`src/dpm_pkg.sv`:
```
// Shared constants and carrier types for the dual-port memory port controller
package dpm_pkg;
    localparam int ADDR_W      = 16;
    localparam int DATA_W      = 18;
    localparam int LANE_W      = 9;
    localparam int SEL_W       = 3;
    // Mailbox word addresses, small and large depth variants
    localparam logic [ADDR_W-1:0] MBX_TOP_SMALL  = 16'h7fff;
    localparam logic [ADDR_W-1:0] MBX_NEXT_SMALL = 16'h7ffe;
    localparam logic [ADDR_W-1:0] MBX_TOP_LARGE  = 16'hffff;
    localparam logic [ADDR_W-1:0] MBX_NEXT_LARGE = 16'hfffe;
    // Strobe timing at 40 MHz
    localparam int CLK_PERIOD_NS = 25;
    localparam int SETUP_NS      = 25;
    localparam int STROBE_NS     = 25;
    localparam int HOLD_NS       = 25;
    localparam logic [3:0] SETUP_CYC  = 4'((SETUP_NS + CLK_PERIOD_NS - 1) / CLK_PERIOD_NS);
    localparam logic [3:0] STROBE_CYC = 4'((STROBE_NS + CLK_PERIOD_NS - 1) / CLK_PERIOD_NS);
    localparam logic [3:0] HOLD_CYC   = 4'((HOLD_NS + CLK_PERIOD_NS - 1) / CLK_PERIOD_NS);

    typedef enum logic [1:0] {
        DPM_RD_MEM, DPM_WR_MEM, DPM_RD_TOKEN, DPM_WR_TOKEN
    } dpm_op_t;

    typedef struct packed {
        dpm_op_t           op;
        logic [ADDR_W-1:0] addr;
        logic [1:0]        lanes;   // [1] upper, [0] lower
        logic [DATA_W-1:0] wdata;
    } dpm_req_t;

    // Pins toward one port of the device
    typedef struct packed {
        logic              chipSel_n;
        logic              rdWr;
        logic              outEn_n;
        logic              upper_lane_en_n;
        logic              lower_lane_en_n;
        logic              token_space_sel_n;
        logic [ADDR_W-1:0] addr;
        logic [DATA_W-1:0] dataOut;
        logic [DATA_W-1:0] dataOe_n;
    } dpm_pins_t;
endpackage : dpm_pkg

```
`src/dpm_port_ctrl.sv`:
```
// Host-side controller driving one port of the dual-port memory
`timescale 1ns/1ps
// What this block does
// - Upper-lane-only write drives upper lane, lower lane stays undriven by host.
// - Lower-lane write drives lower lane; both enables low drives both lanes.
// - Token read: token select low, chip select high, output enable low.
// - Token write puts flag in data bit zero; never token and lane with chip select.
// - Busy input low holds off writes by stretching the write strobe.
module dpm_port_ctrl
    import dpm_pkg::*;
#(
    parameter bit LARGE_DEPTH = 1'b0,
    parameter bit IS_LEFT     = 1'b1
) (
    input  wire logic              mclk,
    input  wire logic              rst,
    input  wire dpm_pkg::dpm_req_t req,
    input  wire logic              reqValid,
    output logic                   reqReady,
    output logic [dpm_pkg::DATA_W-1:0] rspData,
    output logic                   rspValid,
    output logic                   tokenHeld,
    output dpm_pkg::dpm_pins_t     pins,
    input  wire logic [dpm_pkg::DATA_W-1:0] dataIn,
    input  wire logic              busy_n,
    input  wire logic              interrupt_n,
    output logic                   mailboxPending
);
    import dpm_pkg::*;

    typedef enum logic [1:0] {ST_IDLE, ST_SETUP, ST_STROBE, ST_HOLD} dpm_state_t;

    typedef struct packed {
        dpm_state_t        state;
        logic [3:0]        cnt;
        dpm_req_t          cur;
        dpm_pins_t         pins;
        logic [DATA_W-1:0] rdata;
        logic              rvalid;
        logic              held;
        logic              mbx;
    } dpm_ctrl_t;

    dpm_ctrl_t st, next_st;

    // Lane enables to per-bit data drive mask
    function automatic logic [DATA_W-1:0] laneMask(input logic [1:0] lanes);
        laneMask = {{LANE_W{lanes[1]}}, {LANE_W{lanes[0]}}};
    endfunction : laneMask

    // Idle pin state: deselected, token space off, outputs off
    function automatic dpm_pins_t idlePins();
        dpm_pins_t p;
        p = '0;
        p.chipSel_n         = 1'b1;
        p.rdWr              = 1'b1;
        p.outEn_n           = 1'b1;
        p.upper_lane_en_n   = 1'b1;
        p.lower_lane_en_n   = 1'b1;
        p.token_space_sel_n = 1'b1;
        p.dataOe_n          = '1;
        idlePins = p;
    endfunction : idlePins

    logic [ADDR_W-1:0] ownMbx;
    logic              isWrite;
    // Mailbox word this port reads to clear its own interrupt
    assign ownMbx = IS_LEFT ? (LARGE_DEPTH ? MBX_NEXT_LARGE : MBX_NEXT_SMALL)
                            : (LARGE_DEPTH ? MBX_TOP_LARGE : MBX_TOP_SMALL);
    assign isWrite = (st.cur.op == DPM_WR_MEM) || (st.cur.op == DPM_WR_TOKEN);

    // Sequencer: setup, strobe, hold
    always_comb begin
        next_st        = st;
        next_st.rvalid = 1'b0;
        next_st.mbx    = ~interrupt_n;
        unique case (st.state)
            ST_IDLE: begin
                next_st.pins = idlePins();
                if (reqValid) begin
                    next_st.cur   = req;
                    next_st.cnt   = SETUP_CYC;
                    next_st.state = ST_SETUP;
                    next_st.pins.addr = req.addr;
                    if (req.op == DPM_RD_TOKEN || req.op == DPM_WR_TOKEN) begin
                        // Chip select high so no lane conflict arises
                        next_st.pins.token_space_sel_n = 1'b0;
                        if (req.op == DPM_RD_TOKEN)
                            next_st.pins.outEn_n = 1'b0;
                        else begin
                            next_st.pins.dataOut  = {{(DATA_W-1){1'b0}}, req.wdata[0]};
                            next_st.pins.dataOe_n = '0;
                        end
                    end else begin
                        next_st.pins.chipSel_n       = 1'b0;
                        next_st.pins.upper_lane_en_n = ~req.lanes[1];
                        next_st.pins.lower_lane_en_n = ~req.lanes[0];
                        if (req.op == DPM_WR_MEM) begin
                            next_st.pins.dataOut  = req.wdata;
                            next_st.pins.dataOe_n = ~laneMask(req.lanes);
                        end else
                            next_st.pins.outEn_n  = 1'b0;
                    end
                end
            end
            ST_SETUP: begin
                if (st.cnt > 4'h1)
                    next_st.cnt = st.cnt - 4'h1;
                else begin
                    next_st.cnt   = STROBE_CYC;
                    next_st.state = ST_STROBE;
                    if (isWrite)
                        next_st.pins.rdWr = 1'b0;
                end
            end
            ST_STROBE: begin
                // Slave mode: busy low stretches the write strobe
                if (st.cnt > 4'h1)
                    next_st.cnt = st.cnt - 4'h1;
                else if (!(isWrite && !busy_n)) begin
                    next_st.cnt   = HOLD_CYC;
                    next_st.state = ST_HOLD;
                    next_st.pins.rdWr = 1'b1;
                    if (!isWrite) begin
                        next_st.rdata  = dataIn & ((st.cur.op == DPM_RD_TOKEN) ? '1
                                         : laneMask(st.cur.lanes));
                        next_st.rvalid = 1'b1;
                        if (st.cur.op == DPM_RD_TOKEN)
                            next_st.held = ~dataIn[0];
                    end
                end
            end
            ST_HOLD: begin
                if (st.cnt > 4'h1)
                    next_st.cnt = st.cnt - 4'h1;
                else begin
                    next_st.pins  = idlePins();
                    next_st.state = ST_IDLE;
                end
            end
        endcase
    end

    always_ff @(posedge mclk) begin
        if (rst) begin
            st        <= '0;
            st.state  <= ST_IDLE;
            st.pins   <= idlePins();
        end else
            st <= next_st;
    end

    assign reqReady       = (st.state == ST_IDLE);
    assign rspData        = st.rdata;
    assign rspValid       = st.rvalid;
    assign tokenHeld      = st.held;
    assign pins           = st.pins;
    assign mailboxPending = st.mbx;

    // Never chip select, token select and a lane enable together
    property p_noTokenLaneMix;
        @(posedge mclk) disable iff (rst)
        !(!pins.chipSel_n && !pins.token_space_sel_n &&
          (!pins.upper_lane_en_n || !pins.lower_lane_en_n));
    endproperty
    a_noTokenLaneMix: assert property (p_noTokenLaneMix) else $error("token and lane mix");

    // Host never drives data while output enable low
    property p_noFight;
        @(posedge mclk) disable iff (rst)
        !pins.outEn_n |-> (pins.dataOe_n == '1);
    endproperty
    a_noFight: assert property (p_noFight) else $error("data contention");

    // Upper-only write leaves lower lane undriven
    property p_upperOnly;
        @(posedge mclk) disable iff (rst)
        (!pins.rdWr && pins.upper_lane_en_n == 1'b0 && pins.lower_lane_en_n)
            |-> (pins.dataOe_n[LANE_W-1:0] == '1);
    endproperty
    a_upperOnly: assert property (p_upperOnly) else $error("lower lane driven");

    // Lower-only write leaves upper lane undriven
    property p_lowerOnly;
        @(posedge mclk) disable iff (rst)
        (!pins.rdWr && pins.lower_lane_en_n == 1'b0 && pins.upper_lane_en_n)
            |-> (pins.dataOe_n[DATA_W-1:LANE_W] == '1);
    endproperty
    a_lowerOnly: assert property (p_lowerOnly) else $error("upper lane driven");

    // Token read keeps chip select high
    property p_tokenRead;
        @(posedge mclk) disable iff (rst)
        (!pins.token_space_sel_n && !pins.outEn_n) |-> pins.chipSel_n;
    endproperty
    a_tokenRead: assert property (p_tokenRead) else $error("token read selects memory");

    // Token write keeps data bits above bit zero at zero
    property p_tokenWrite;
        @(posedge mclk) disable iff (rst)
        (!pins.token_space_sel_n && !pins.rdWr) |-> (pins.dataOut[DATA_W-1:1] == '0);
    endproperty
    a_tokenWrite: assert property (p_tokenWrite) else $error("token write bits");

    // Write strobe held while busy input low
    property p_busyHold;
        @(posedge mclk) disable iff (rst)
        (!pins.rdWr && !busy_n && st.state == ST_STROBE) |=> !pins.rdWr;
    endproperty
    a_busyHold: assert property (p_busyHold) else $error("write ended under busy");

    // Token read result updates held flag
    property p_heldTrack;
        @(posedge mclk) disable iff (rst)
        (rspValid && st.cur.op == DPM_RD_TOKEN) |-> (tokenHeld == ~rspData[0]);
    endproperty
    a_heldTrack: assert property (p_heldTrack) else $error("held flag wrong");

    c_memWrite:   cover property (@(posedge mclk) disable iff (rst) !pins.rdWr && !pins.chipSel_n);
    c_tokenGain:  cover property (@(posedge mclk) disable iff (rst) rspValid && tokenHeld);
    c_busyStall:  cover property (@(posedge mclk) disable iff (rst) !busy_n && !pins.rdWr);
    c_mailbox:    cover property (@(posedge mclk) disable iff (rst)
                                  rspValid && st.cur.addr == ownMbx);
endmodule : dpm_port_ctrl

```
`config.mk`:
```
export PLATFORM = sky130hd
export DESIGN_NAME = dpm_port_ctrl
export DESIGN_NICKNAME = d
export VERILOG_FILES = /design/src/dpm_pkg.sv /design/src/dpm_port_ctrl.sv
export SDC_FILE = /design/constraint.sdc
export NUM_CORES = 1
export LEC_CHECK = 0
export BUFFER_PORTS_ARGS = -buffer_cell sky130_fd_sc_hd__buf_2
export CAP_MARGIN = 30
export CORE_MARGIN = 3
export CORE_UTILIZATION = 44
export CTS_CLUSTER_DIAMETER = 150
export CTS_CLUSTER_SIZE = 40
export DETAILED_ROUTE_END_ITERATION = 8
export GPL_TIMING_DRIVEN = 1
export PLACE_DENSITY = 0.86
export REMOVE_ABC_BUFFERS = 1
export SLEW_MARGIN = 0
export SYNTH_ARGS = -nofsm -noshare
export SYNTH_HDL_FRONTEND = slang
export SYNTH_SLANG_ARGS = --single-unit
```
`constraint.sdc`:
```
create_clock -name mclk -period 1.8 [get_ports mclk]
set_input_delay 0.54 -clock mclk [delete_from_list [all_inputs] [get_ports mclk]]
set_output_delay 0.54 -clock mclk [all_outputs]
set_load 0.05 [all_outputs]
```
Yosys cells after proc, flatten, opt, wreduce, memory -nomap -nowiden

Cells that the tools add are included.

Register bits: 123
Input port bits: 61

$add $sub $neg: 1
Magnitude comparators: 1
Equal/unequal tests: 17
Mux-type cells: 30
Bitwise gates (word level): 10
Reductions and logical operators: 14

Operator list:

| kind                                                                            | number |
|---|---|
| 56-bit case mux with 2 select lines                                             | 1 |
| 36-bit 2-to-1 mux                                                               | 2 |
| 58-bit 2-to-1 mux                                                               | 1 |
| 56-bit 2-to-1 mux                                                               | 1 |
| 45-bit 2-to-1 mux                                                               | 1 |
| 6-bit case mux with 4 select lines                                              | 1 |
| 19-bit 2-to-1 mux                                                               | 1 |
| 18-bit AND                                                                      | 1 |
| 18-bit 2-to-1 mux                                                               | 1 |
| 18-bit NOT                                                                      | 1 |
| 5-bit AND reduction                                                             | 3 |
| 2-bit != test, second input constant                                            | 7 |
| 2-bit == test, second input constant                                            | 6 |
| 4-bit 2-to-1 mux                                                                | 3 |
| 1-bit 2-to-1 mux                                                                | 10 |
| 2-bit 2-to-1 mux                                                                | 5 |
| 1-bit NOT                                                                       | 8 |
| 2-bit by 1-bit == test with 1-bit output, second input constant                 | 3 |
| 6-bit 2-to-1 mux                                                                | 1 |
| 4-bit by 1-bit greater-than comparator with 1-bit output, second input constant | 1 |
| 1-bit case mux with 4 select lines                                              | 1 |
| 2-bit AND reduction                                                             | 2 |
| 4-bit AND reduction                                                             | 1 |
| 4-bit OR reduction                                                              | 1 |
| 9 further kinds                                                                 | 10 |

Logic depth before layout (Yosys ltp)

Gate-level depths: netlist of run 1.

Depth after elaboration: 6
Depth in mapped cells: 8
Depth with buffers taken out: 6

Worst setup path after synthesis of run 1

No wires, ideal clock.

Path kind: register to register
Start: reg st[121] (netlist name)
End: reg, netlist name pins[21]
Library setup time: 0.070 ns
Data arrival time: 1.781 ns
Required time: 1.730 ns
Setup slack: -0.051 ns
Cell stages (with the launch flop): 9
Buffers on the path: 2
Period minus slack after synthesis: 1.851 ns
Cells stage by stage: dfxtp_1 -> inv_1 -> ha_1 -> nor2b_1 -> a31o_1 -> buf_2 -> buf_6 -> nand4_1 -> a21oi_1

Word-level cells in the longest chain between the ends: 3

RTL lines:

| what                                 | RTL line             | RTL |
|---|---|---|
| start, declared                      | dpm_port_ctrl.sv:44  | `dpm_ctrl_t st, next_st;` |
| start signal, assigned               | dpm_port_ctrl.sv:150 | `st <= next_st;` |
| 2-bit zero test (*)                  | -                    |  |
| named net reqReady                   | dpm_port_ctrl.sv:19  | `output logic reqReady,` |
| 2-bit nonzero test (no source line)  | -                    |  |
| 2-bit AND reduction (no source line) | -                    |  |

The timed path passes the listed nets; every way through them passes the cells marked *.
A chain may end at the register's enable or synchronous reset.

Worst setup path in the final report of run 1

Start: reg st[121] (netlist name)
End: out reqReady

Word-level cells in the longest chain between the ends: 1

RTL lines:

| what            | RTL line             | RTL |
|---|---|---|
| 2-bit zero test | dpm_port_ctrl.sv:153 | `assign reqReady = (st.state == ST_IDLE);` |
| end, declared   | dpm_port_ctrl.sv:19  |  |

No other way between the ends.

==> impl_metrics.tcl, run 1 <==
set metrics [dict create \
    clockBufferDepth 2 \
    drt_first_pass_iters 6 \
    path_delay_family "flip-flops" \
    crit_buf_inv 3 \
    portBuffers 140 \
    wl_per_cell_um 14.4 \
    drc_errors 0 \
    min_path_type "input port to flop" \
    max_freq_mhz 576 \
    clk_latency_ps 340 \
    hpwlAfterDp_um 5780 \
    intPower_uw 3720 \
    htreeDepth 3 \
    path_clk_slew_ps 80 \
    n_fill_cell 704 \
    vias 2769 \
    crit_required_ps 1260 \
    period_minus_slack_ps 1740 \
    reg2reg_depth 6 \
    maxCapViolCount 0 \
    combPwrFrac_pct 49.0 \
    routed_wl_um 7710 \
    fp.dieW_um 94.5 \
    synth_cell_types 48 \
    numCtsBuffers 9 \
    clkPwrFrac_pct 21.5 \
    cpMostUsedCell "buf_8" \
    setup_viol 0 \
    cts_hold_buf 0 \
    crit_start "st[121]$_SDFFE_PP0P_" \
    cpPeakStageDelay_ps 370 \
    drive_gt1_share_pct 46.3 \
    synth_top_cell_area_share_pct 42.4 \
    finalClockSkew_ps 13.6 \
    drv_slew 0 \
    power.leakage_uw 0.00182 \
    total_power_uw 6780 \
    critical_path.cell_chain "inv_4 -> ha_4 -> buf_8 -> buf_8" \
    power_frac_seq_pct 29.5 \
    clock_sinks 73 \
    overflow 0 \
    crit_end "reqReady" \
    grt_busiest_layer "met2" \
    ff2ff_setup_slack_ps 80 \
    ant_nets 0 \
    max_slew_margin_pct 72.5 \
    critPathLaunchType "flop" \
    yosysWarnings 0 \
    grt_use_total_pct 16.7 \
    worstMarginPinSlew_ps 409 \
    peakVddDrop_mv 0.723 \
    status "finished, final reports clean" \
    drtIter0Drc 136 \
    grt_use_met2_pct 29.8 \
    worst-path-stages 4 \
    syn_inst 364 \
    grt_first_pass_wirelength_um 11800 \
    grt_max_degree 40 \
    ys_top_cells_by_area "dfxtp_1, buf_4, a22o_1, a22oi_2, nor2_1" \
    root_buffer "clkbuf_8" \
    via_per_inst 5.16 \
    crit_fanout 7 \
    use_met3_pct 4.62 \
    dieArea_um2 8940 \
    cp-end-kind "output pin" \
    first_global_vias 2643 \
    synth_edf_count 0 \
    ys_seq_elements 73 \
    pwr_density_cell_nw_per_um2 1690 \
    layout_commonest_cell "buf_2" \
    rr_endpoint "pins[56]$_SDFFE_PP1P_" \
    synthFlopType "dfxtp_1" \
    hold_viol 0 \
    fin_nets 500 \
    swShare_pct 45.1 \
    antenna_found_initial 0 \
    ioPinCount 141 \
    rr_startpoint "st[118]$_SDFFE_PP0P_" \
    p_switching_uw 3060 \
    core_area_um2 7450 \
    die_h_um 94.5 \
    place.gp.congestion 0.871 \
    start_util_pct 46.3 \
    finalCritPeriodShare_pct 96.5 \
    grtUsageMet1_pct 18.8 \
    most-common-layout-cells "buf_2, dfxtp_1, nor2_1" \
    diodes 0 \
    dpl_cell_area_um2 3660 \
    rows 31 \
    yosysTopAreaCell "dfxtp_1" \
    fin_area_um2 4000 \
    async_reset_ff_share_pct 0 \
    cts_tree "yes" \
    cpMaxStageDelayCell "dfxtp_4" \
    synth_seq_area_share_pct 42.4 \
    synth.avg_cell_area_um2 9.48 \
    critPathKind "flop to output pin" \
    synthesis.area_um2 3450 \
    arrival_ps 1200 \
    area_delta_synth_final_pct 16.0 \
    rsz0062_at_grt "no" \
]
power groups by stage:
stage	clock network (uW)	logic [uW]	registers, uW
after floorplan	0	1150	2860
after global placement	0	2970	2000
after detailed placement	0	3030	2010
after CTS	1480	3170	1990
after global routing	1560	3530	2030
final	1460	3320	2000
registers in the layout, indices dropped and copies added, names as in the netlist:
| name | count |
|---|---|
| pins | 42 |
| rspData | 18 |
| st | 10 |
| mailboxPending | 1 |
| rspValid | 1 |
| tokenHeld | 1 |
worst min-delay path by stage:
stage	from	to	depth (start not counted)
global placement	pins[37]$_SDFFE_PP0P_	pins[37]$_SDFFE_PP0P_	2
floorplan	st[97]$_SDFFE_PP0P_	st[97]$_SDFFE_PP0P_	2
finish	interrupt_n	mailboxPending$_SDFF_PP0_	2
detailed placement	pins[32]$_SDFFE_PP0P_	pins[32]$_SDFFE_PP0P_	2
global route	interrupt_n	mailboxPending$_SDFF_PP0_	2
CTS	interrupt_n	mailboxPending$_SDFF_PP0_	2
through the flow:
step | instances | util [%] | hold slack [ps] | setup WS, ps | setup TNS (ps)
2_1_floorplan | 267 | - | 431 | -1920 | -68460
3_3_place_gp | 516 | 49.2 | 439 | -4.61 | -63.1
3_5_place_dp | 516 | 49.2 | 441 | -78.6 | -1400
4_1_cts | 532 | 53.0 | 337 | 25.5 | 0
5_1_grt | 537 | 53.7 | 342 | 13.0 | 0
6_report | 537 | 53.7 | 361 | 62.7 | 0
Yosys cell counts, drive strengths merged, types with 2 or more instances:
cell,instances
nand2b,2
inv,6
nand4,5
nand3,11
o21ai,5
and3b,2
clkbuf,7
a21oi,16
and2,2
ha,6
nor2b,3
a22o,18
nor4,2
o21a,3
a22oi,26
nand3b,3
nand2,23
nor3,2
and3,2
buf,90
dfxtp,73
a311oi,2
nor2,36
o311ai,2
mux2i,2
final cells by class:
class                      count  area (um^2)  area share, %
clock buffer                  12          155           3.88
clock inverter                 4         75.1           1.88
inverter                       7         28.8          0.719
multi-input combinational    187         1310           32.6
sequential                    73         1470           36.8
tap                           99          124           3.09
timing repair buffer         155          843           21.1
per-layer routing:
layer,share of wire [%],vias to the layer above
met4,1.2,0
li1,-,1327
met5,0,-
met2,52,102
met1,40,1330
met3,6.6,10
worst register-to-register path, cell delays in order, from the launching register on:
cell	delay (ps)
dfxtp_2	350
inv_1	70
ha_1	210
or2_4	290
a21o_1	200
and2_1	160
a221o_1	340
timing repair:
| item | CTS | global route |
|---|---|---|
| setup buffers | 0 | 5 |
| gates resized for setup | 16 | 9 |
| setup endpoints to repair | 30 | 32 |
| pin swaps | 1 | 1 |
kinds of logic after synthesis:
group | synth area share [%]
compound gates | 19.4
simple gates | 14.3
flops | 42.4
buf+inv | 21.2
mux | 0.580
fa+ha+maj | 2.18
Note: power is estimated with default switching activity, not from simulation.
==> inputs of run 2 (changes only) <==
--- a/config.mk
+++ b/config.mk
@@ -8,12 +8,12 @@
 export BUFFER_PORTS_ARGS = -buffer_cell sky130_fd_sc_hd__buf_2
 export CAP_MARGIN = 30
 export CORE_MARGIN = 3
-export CORE_UTILIZATION = 44
+export CORE_UTILIZATION = 49
 export CTS_CLUSTER_DIAMETER = 150
 export CTS_CLUSTER_SIZE = 40
 export DETAILED_ROUTE_END_ITERATION = 8
 export GPL_TIMING_DRIVEN = 1
-export PLACE_DENSITY = 0.86
+export PLACE_DENSITY = 0.9
 export REMOVE_ABC_BUFFERS = 1
 export SLEW_MARGIN = 0
 export SYNTH_ARGS = -nofsm -noshare
==> constraint.sdc (replaced) <==
create_clock -name mclk -period 2.23 [get_ports mclk]
set_input_delay 0.669 -clock mclk [delete_from_list [all_inputs] [get_ports mclk]]
set_output_delay 0.669 -clock mclk [all_outputs]
set_load 0.05 [all_outputs]
==> impl_metrics.tcl, run 2 (same netlist as run 1, synthesis figures left out) <==
set metrics [dict create \
    critPathKind "flop to output pin" \
    fin_nets 493 \
    finalCritPeriodShare_pct 90.6 \
    wl_per_cell_um 14.6 \
    path_clk_slew_ps 70 \
    place.gp.congestion 0.812 \
    rows 29 \
    drc_errors 0 \
    max_freq_mhz 495 \
    ioPinCount 141 \
    antenna_found_initial 0 \
    ant_nets 0 \
    hpwlAfterDp_um 5690 \
    most-common-layout-cells "buf_2, dfxtp_1, nor2_1" \
    grt_use_met2_pct 32.3 \
    cpPeakStageDelay_ps 350 \
    cpMaxStageDelayCell "dfxtp_1" \
    cts_resized 0 \
    grt_max_degree 40 \
    finalNonFillerCells 524 \
    clk_latency_ps 340 \
    finalClockSkew_ps 5.98 \
    grt_use_total_pct 18.7 \
    hold_viol 0 \
    cp-end-kind "output pin" \
    grtUsageMet1_pct 21.7 \
    start_util_pct 52.5 \
    use_met3_pct 6.59 \
    grt_first_pass_wirelength_um 12600 \
    critical_path.cell_chain "inv_1 -> ha_1 -> buf_2" \
    clockBufferDepth 2 \
    crit_fanout 4 \
    vias 2722 \
    pwr_density_cell_nw_per_um2 1300 \
    total_power_uw 4950 \
    min_path_type "flop to flop" \
    first_global_vias 2669 \
    critPathLaunchType "flop" \
    power.leakage_uw 0.00175 \
    drv_slew 0 \
    diodes 0 \
    rsz0062_at_grt "no" \
    cts_hold_buf 0 \
    period_minus_slack_ps 2020 \
    crit_buf_inv 2 \
    drt_first_pass_iters 4 \
    drtIter0Drc 182 \
    fp.dieW_um 89.9 \
    dieArea_um2 8080 \
    post-route-util_pct 58.1 \
    peakVddDrop_mv 0.609 \
    layout_commonest_cell "buf_2" \
    area_delta_synth_final_pct 10.6 \
    numCtsBuffers 9 \
    dp_slack_ps 298 \
    status "finished, final reports clean" \
    root_buffer "clkbuf_8" \
    maxCapViolCount 0 \
    worstMarginPinSlew_ps 632 \
    fin_ws_ps 210 \
    cts_tree "yes" \
    crit_required_ps 1560 \
    largest_register "pins" \
    cts_setup_buffers 0 \
    clock_sinks 73 \
    arrival_ps 1350 \
    dp_cells 508 \
    drive_gt1_share_pct 42.2 \
    portBuffers 140 \
    overflow 0 \
    path_delay_family "buffers and inverters" \
    via_per_inst 5.19 \
    grt_busiest_layer "met2" \
    core_area_um2 6570 \
    htreeDepth 3 \
    die_h_um 89.9 \
    setup_viol 0 \
    routed_wl_um 7650 \
    largest_reg_flops 42 \
    max_slew_margin_pct 57.9 \
]
run 2: cell types whose count changed in the layout (fill, tap and decap cells not counted), moves of 2 or more:
cell,change
buf_4,-6
o21a_2,-2
bufinv_16,-2
ha_2,-2
clkinv_2,+3
dfxtp_1,+4
dfxtp_2,-2
buf_8,-2
dfxtp_4,-2
o21a_1,+2
ha_1,+3
inv_1,+2
run 2: worst reg2reg max path: cells and delay by family (launching register included):
kind,cells,cell delay (ps)
AO/OA/AOI/OAI,2,560
AND/OR/NAND/NOR,2,440
flip-flops,1,430
adder cells (fa/ha/maj),1,240
buffers and inverters,1,70
run 2: routing by layer:
metal / wire length [um] / share of wire [%]
met1: 2950 / 39
met2: 3900 / 51
met3: 615 / 8.0
met4: 177 / 2.3
met5: 0 / 0
run 2: worst paths after layout:
check	start	end	slack, ps	cells after the start
worst max-delay path	st[121]$_SDFFE_PP0P_	reqReady	210	3
worst min-delay path	pins[37]$_SDFFE_PP0P_	pins[37]$_SDFFE_PP0P_	450	2
worst max register to register	st[117]$_SDFFE_PP0P_	pins[56]$_SDFFE_PP1P_	380	6
worst min register to register	pins[37]$_SDFFE_PP0P_	pins[37]$_SDFFE_PP0P_	450	2
run 2: where the power goes:
| group | switching (uW) | internal (uW) | total (uW) |
|---|---|---|---|
| Sequential | 133 | 1470 | 1600 |
| Combinational | 1790 | 666 | 2450 |
| Clock | 468 | 430 | 899 |
run 2: per-stage QoR:
stage	hold WS, ps	setup TNS, ps	instance area (um^2)
final	451	0	3810
after global routing	477	0	3810
after CTS	455	0	3810
after detailed placement	444	0	3640
after global placement	437	0	3640
after floorplan	431	-45960	2740
run 2: final cells by class:
type | instances | area [um^2]
clock buffers | 11 | 141
clock inverters | 5 | 31.3
fillers | 554 | 2750
inverters | 7 | 26.3
multi-input cells | 187 | 1260
flip-flops and latches | 73 | 1460
well taps | 93 | 116
repair buffers | 148 | 773
==> inputs of run 3 (changes only) <==
--- a/config.mk
+++ b/config.mk
@@ -7,13 +7,16 @@
 export LEC_CHECK = 0
 export BUFFER_PORTS_ARGS = -buffer_cell sky130_fd_sc_hd__buf_2
 export CAP_MARGIN = 30
+export CELL_PAD_IN_SITES_DETAIL_PLACEMENT = 1
+export CELL_PAD_IN_SITES_GLOBAL_PLACEMENT = 2
+export CORE_ASPECT_RATIO = 1.1
 export CORE_MARGIN = 3
-export CORE_UTILIZATION = 49
+export CORE_UTILIZATION = 30
 export CTS_CLUSTER_DIAMETER = 150
 export CTS_CLUSTER_SIZE = 40
 export DETAILED_ROUTE_END_ITERATION = 8
 export GPL_TIMING_DRIVEN = 1
-export PLACE_DENSITY = 0.9
+export PLACE_DENSITY = 0.94
 export REMOVE_ABC_BUFFERS = 1
 export SLEW_MARGIN = 0
 export SYNTH_ARGS = -nofsm -noshare
==> impl_metrics.tcl, run 3 (same netlist as run 1, synthesis figures left out) <==
set metrics [dict create \
    grt_max_degree 40 \
    reg2reg_depth 6 \
    finalCritPeriodShare_pct 94.2 \
    peakVddDrop_mv 0.459 \
    drive_gt1_share_pct 42.7 \
    most-common-layout-cells "buf_2, dfxtp_1, nor2_1" \
    max_freq_mhz 476 \
    critPathLaunchType "flop" \
    vias 2706 \
    start_util_pct 31.2 \
    finalClockSkew_ps 5.78 \
    arrival_ps 1430 \
    cpPeakStageDelay_ps 330 \
    routed_wl_um 8830 \
    worstHoldStart "pins[40]$_SDFFE_PP0P_" \
    cpMaxStageDelayCell "dfxtp_1" \
    finalNonFillerCells 578 \
    core_area_um2 11100 \
    largest_register "pins" \
    path_clk_slew_ps 60 \
    n_fill_cell 1325 \
    hpwlAfterDp_um 6770 \
    dp_cells 562 \
    ff2ff_setup_slack_ps 240 \
    rr_startpoint "st[117]$_SDFFE_PP0P_" \
    drc_errors 0 \
    critical_path.cell_chain "inv_1 -> ha_2 -> buf_4 -> clkbuf_4" \
    portBuffers 140 \
    clk_latency_ps 330 \
    dieArea_um2 12800 \
    post-route-util_pct 36.4 \
    drtIter0Drc 91 \
    drt_first_pass_iters 4 \
    hold_path_depth 2 \
    overflow 0 \
    cts_tree "yes" \
    htreeDepth 3 \
    crit_required_ps 1560 \
    largest_reg_flops 42 \
    setup_viol 0 \
    path_delay_family "buffers and inverters" \
    cp-end-kind "output pin" \
    grt_first_pass_wirelength_um 14200 \
    drv_slew 0 \
    regArea_um2 1460 \
    rows 40 \
    via_per_inst 4.68 \
    die_h_um 118 \
    ant_nets 0 \
    wl_per_cell_um 15.3 \
    crit_buf_inv 3 \
    status "finished, final reports clean" \
    pwr_density_cell_nw_per_um2 1380 \
    hold_slack_ps 456 \
    rr_endpoint "rspData[7]$_SDFFE_PP0P_" \
    grt_use_total_pct 13.8 \
    place.gp.congestion 0.761 \
    clockBufferDepth 2 \
    crit_fanout 9 \
    min_path_type "flop to flop" \
    period_minus_slack_ps 2100 \
    clock_sinks 73 \
    hold_end "pins[40]$_SDFFE_PP0P_" \
    maxCapViolCount 0 \
    max_slew_margin_pct 50.0 \
    first_global_vias 2793 \
    diodes 0 \
    multi_input_area_um2 1270 \
    worstMarginPinSlew_ps 749 \
    hold_viol 0 \
    root_buffer "clkbuf_16" \
    fin_nets 493 \
    layout_commonest_cell "buf_2" \
    antenna_found_initial 0 \
    area_delta_synth_final_pct 16.7 \
    critPathKind "flop to output pin" \
    fp.dieW_um 108 \
    power.leakage_uw 0.00181 \
    ioPinCount 141 \
    numCtsBuffers 9 \
    rsz0062_at_grt "no" \
]
run 3: cell types whose count changed in the layout (fill, tap and decap cells not counted), sizes merged:
cell,before,now
clkinv,5,1
bufinv,0,1
clkinvlp,1,2
clkbuf,11,10
buf,148,147
inv,6,10
run 3: how the worst max path moves through the flow:
| stage | slack (ps) | depth (start not counted) | start | end |
|---|---|---|---|---|
| 2_1_floorplan | -1620 | 0 | pins[8]$_SDFFE_PP1P_ | pins[0] |
| 3_3_place_gp | 330 | 6 | st[117]$_SDFFE_PP0P_ | rspData[15]$_SDFFE_PP0P_ |
| 3_5_place_dp | 240 | 6 | st[117]$_SDFFE_PP0P_ | rspData[3]$_SDFFE_PP0P_ |
| 4_1_cts | 30 | 4 | st[121]$_SDFFE_PP0P_ | reqReady |
| 5_1_grt | 40 | 6 | st[117]$_SDFFE_PP0P_ | rspData[3]$_SDFFE_PP0P_ |
| 6_report | 130 | 4 | st[121]$_SDFFE_PP0P_ | reqReady |
run 3: worst reg2reg max path: stages, from the launching register on:
cell and delay, ps:
dfxtp_1 420, inv_1 70, ha_1 240, nor2_2 250
nor4_2 110, nor2_2 590, a22o_1 260
run 3: layer usage:
layer  share of wire [%]  wire length [um]  up-vias  track usage, %
li1                    -                 -     1318               -
met1                  42              3670     1284            16.6
met2                  49              4340       98            23.6
met3                 8.4               745        6            4.64
met4                0.91                80        0            3.31
met5                   0                 0        -               0
run 3: timing repair:
action / in CTS / in global routing
hold endpoints to repair: 0 / 0
setup buffers: 0 / 0
resized for setup: 0 / 2
hold buffers: 0 / 0
setup endpoints to repair: 0 / 1
run 3: metrics by stage:
stage / power [uW] / setup TNS, ps / setup slack, ps / area (um^2)
5_1_grt: 5900 / 0 / 35.6 / 4030
4_1_cts: 5640 / 0 / 30.0 / 4020
6_report: 5560 / 0 / 130 / 4030
2_1_floorplan: 3330 / -45960 / -1620 / 2740
3_5_place_dp: 4100 / 0 / 244 / 3710
3_3_place_gp: 4050 / 0 / 325 / 3710
run 3: final cells by class:
type,instances,area share (%)
sequential,73,36.3
clock inverter,7,2.11
inverter,7,0.653
clock buffer,9,5.60
timing repair buffer,148,19.3
multi-input combinational,187,31.5
tap,147,4.57
run 3: where the power goes:
group / switching [uW] / internal [uW]
clock: 610 / 890
sequential: 132 / 1470
combinational: 1810 / 657
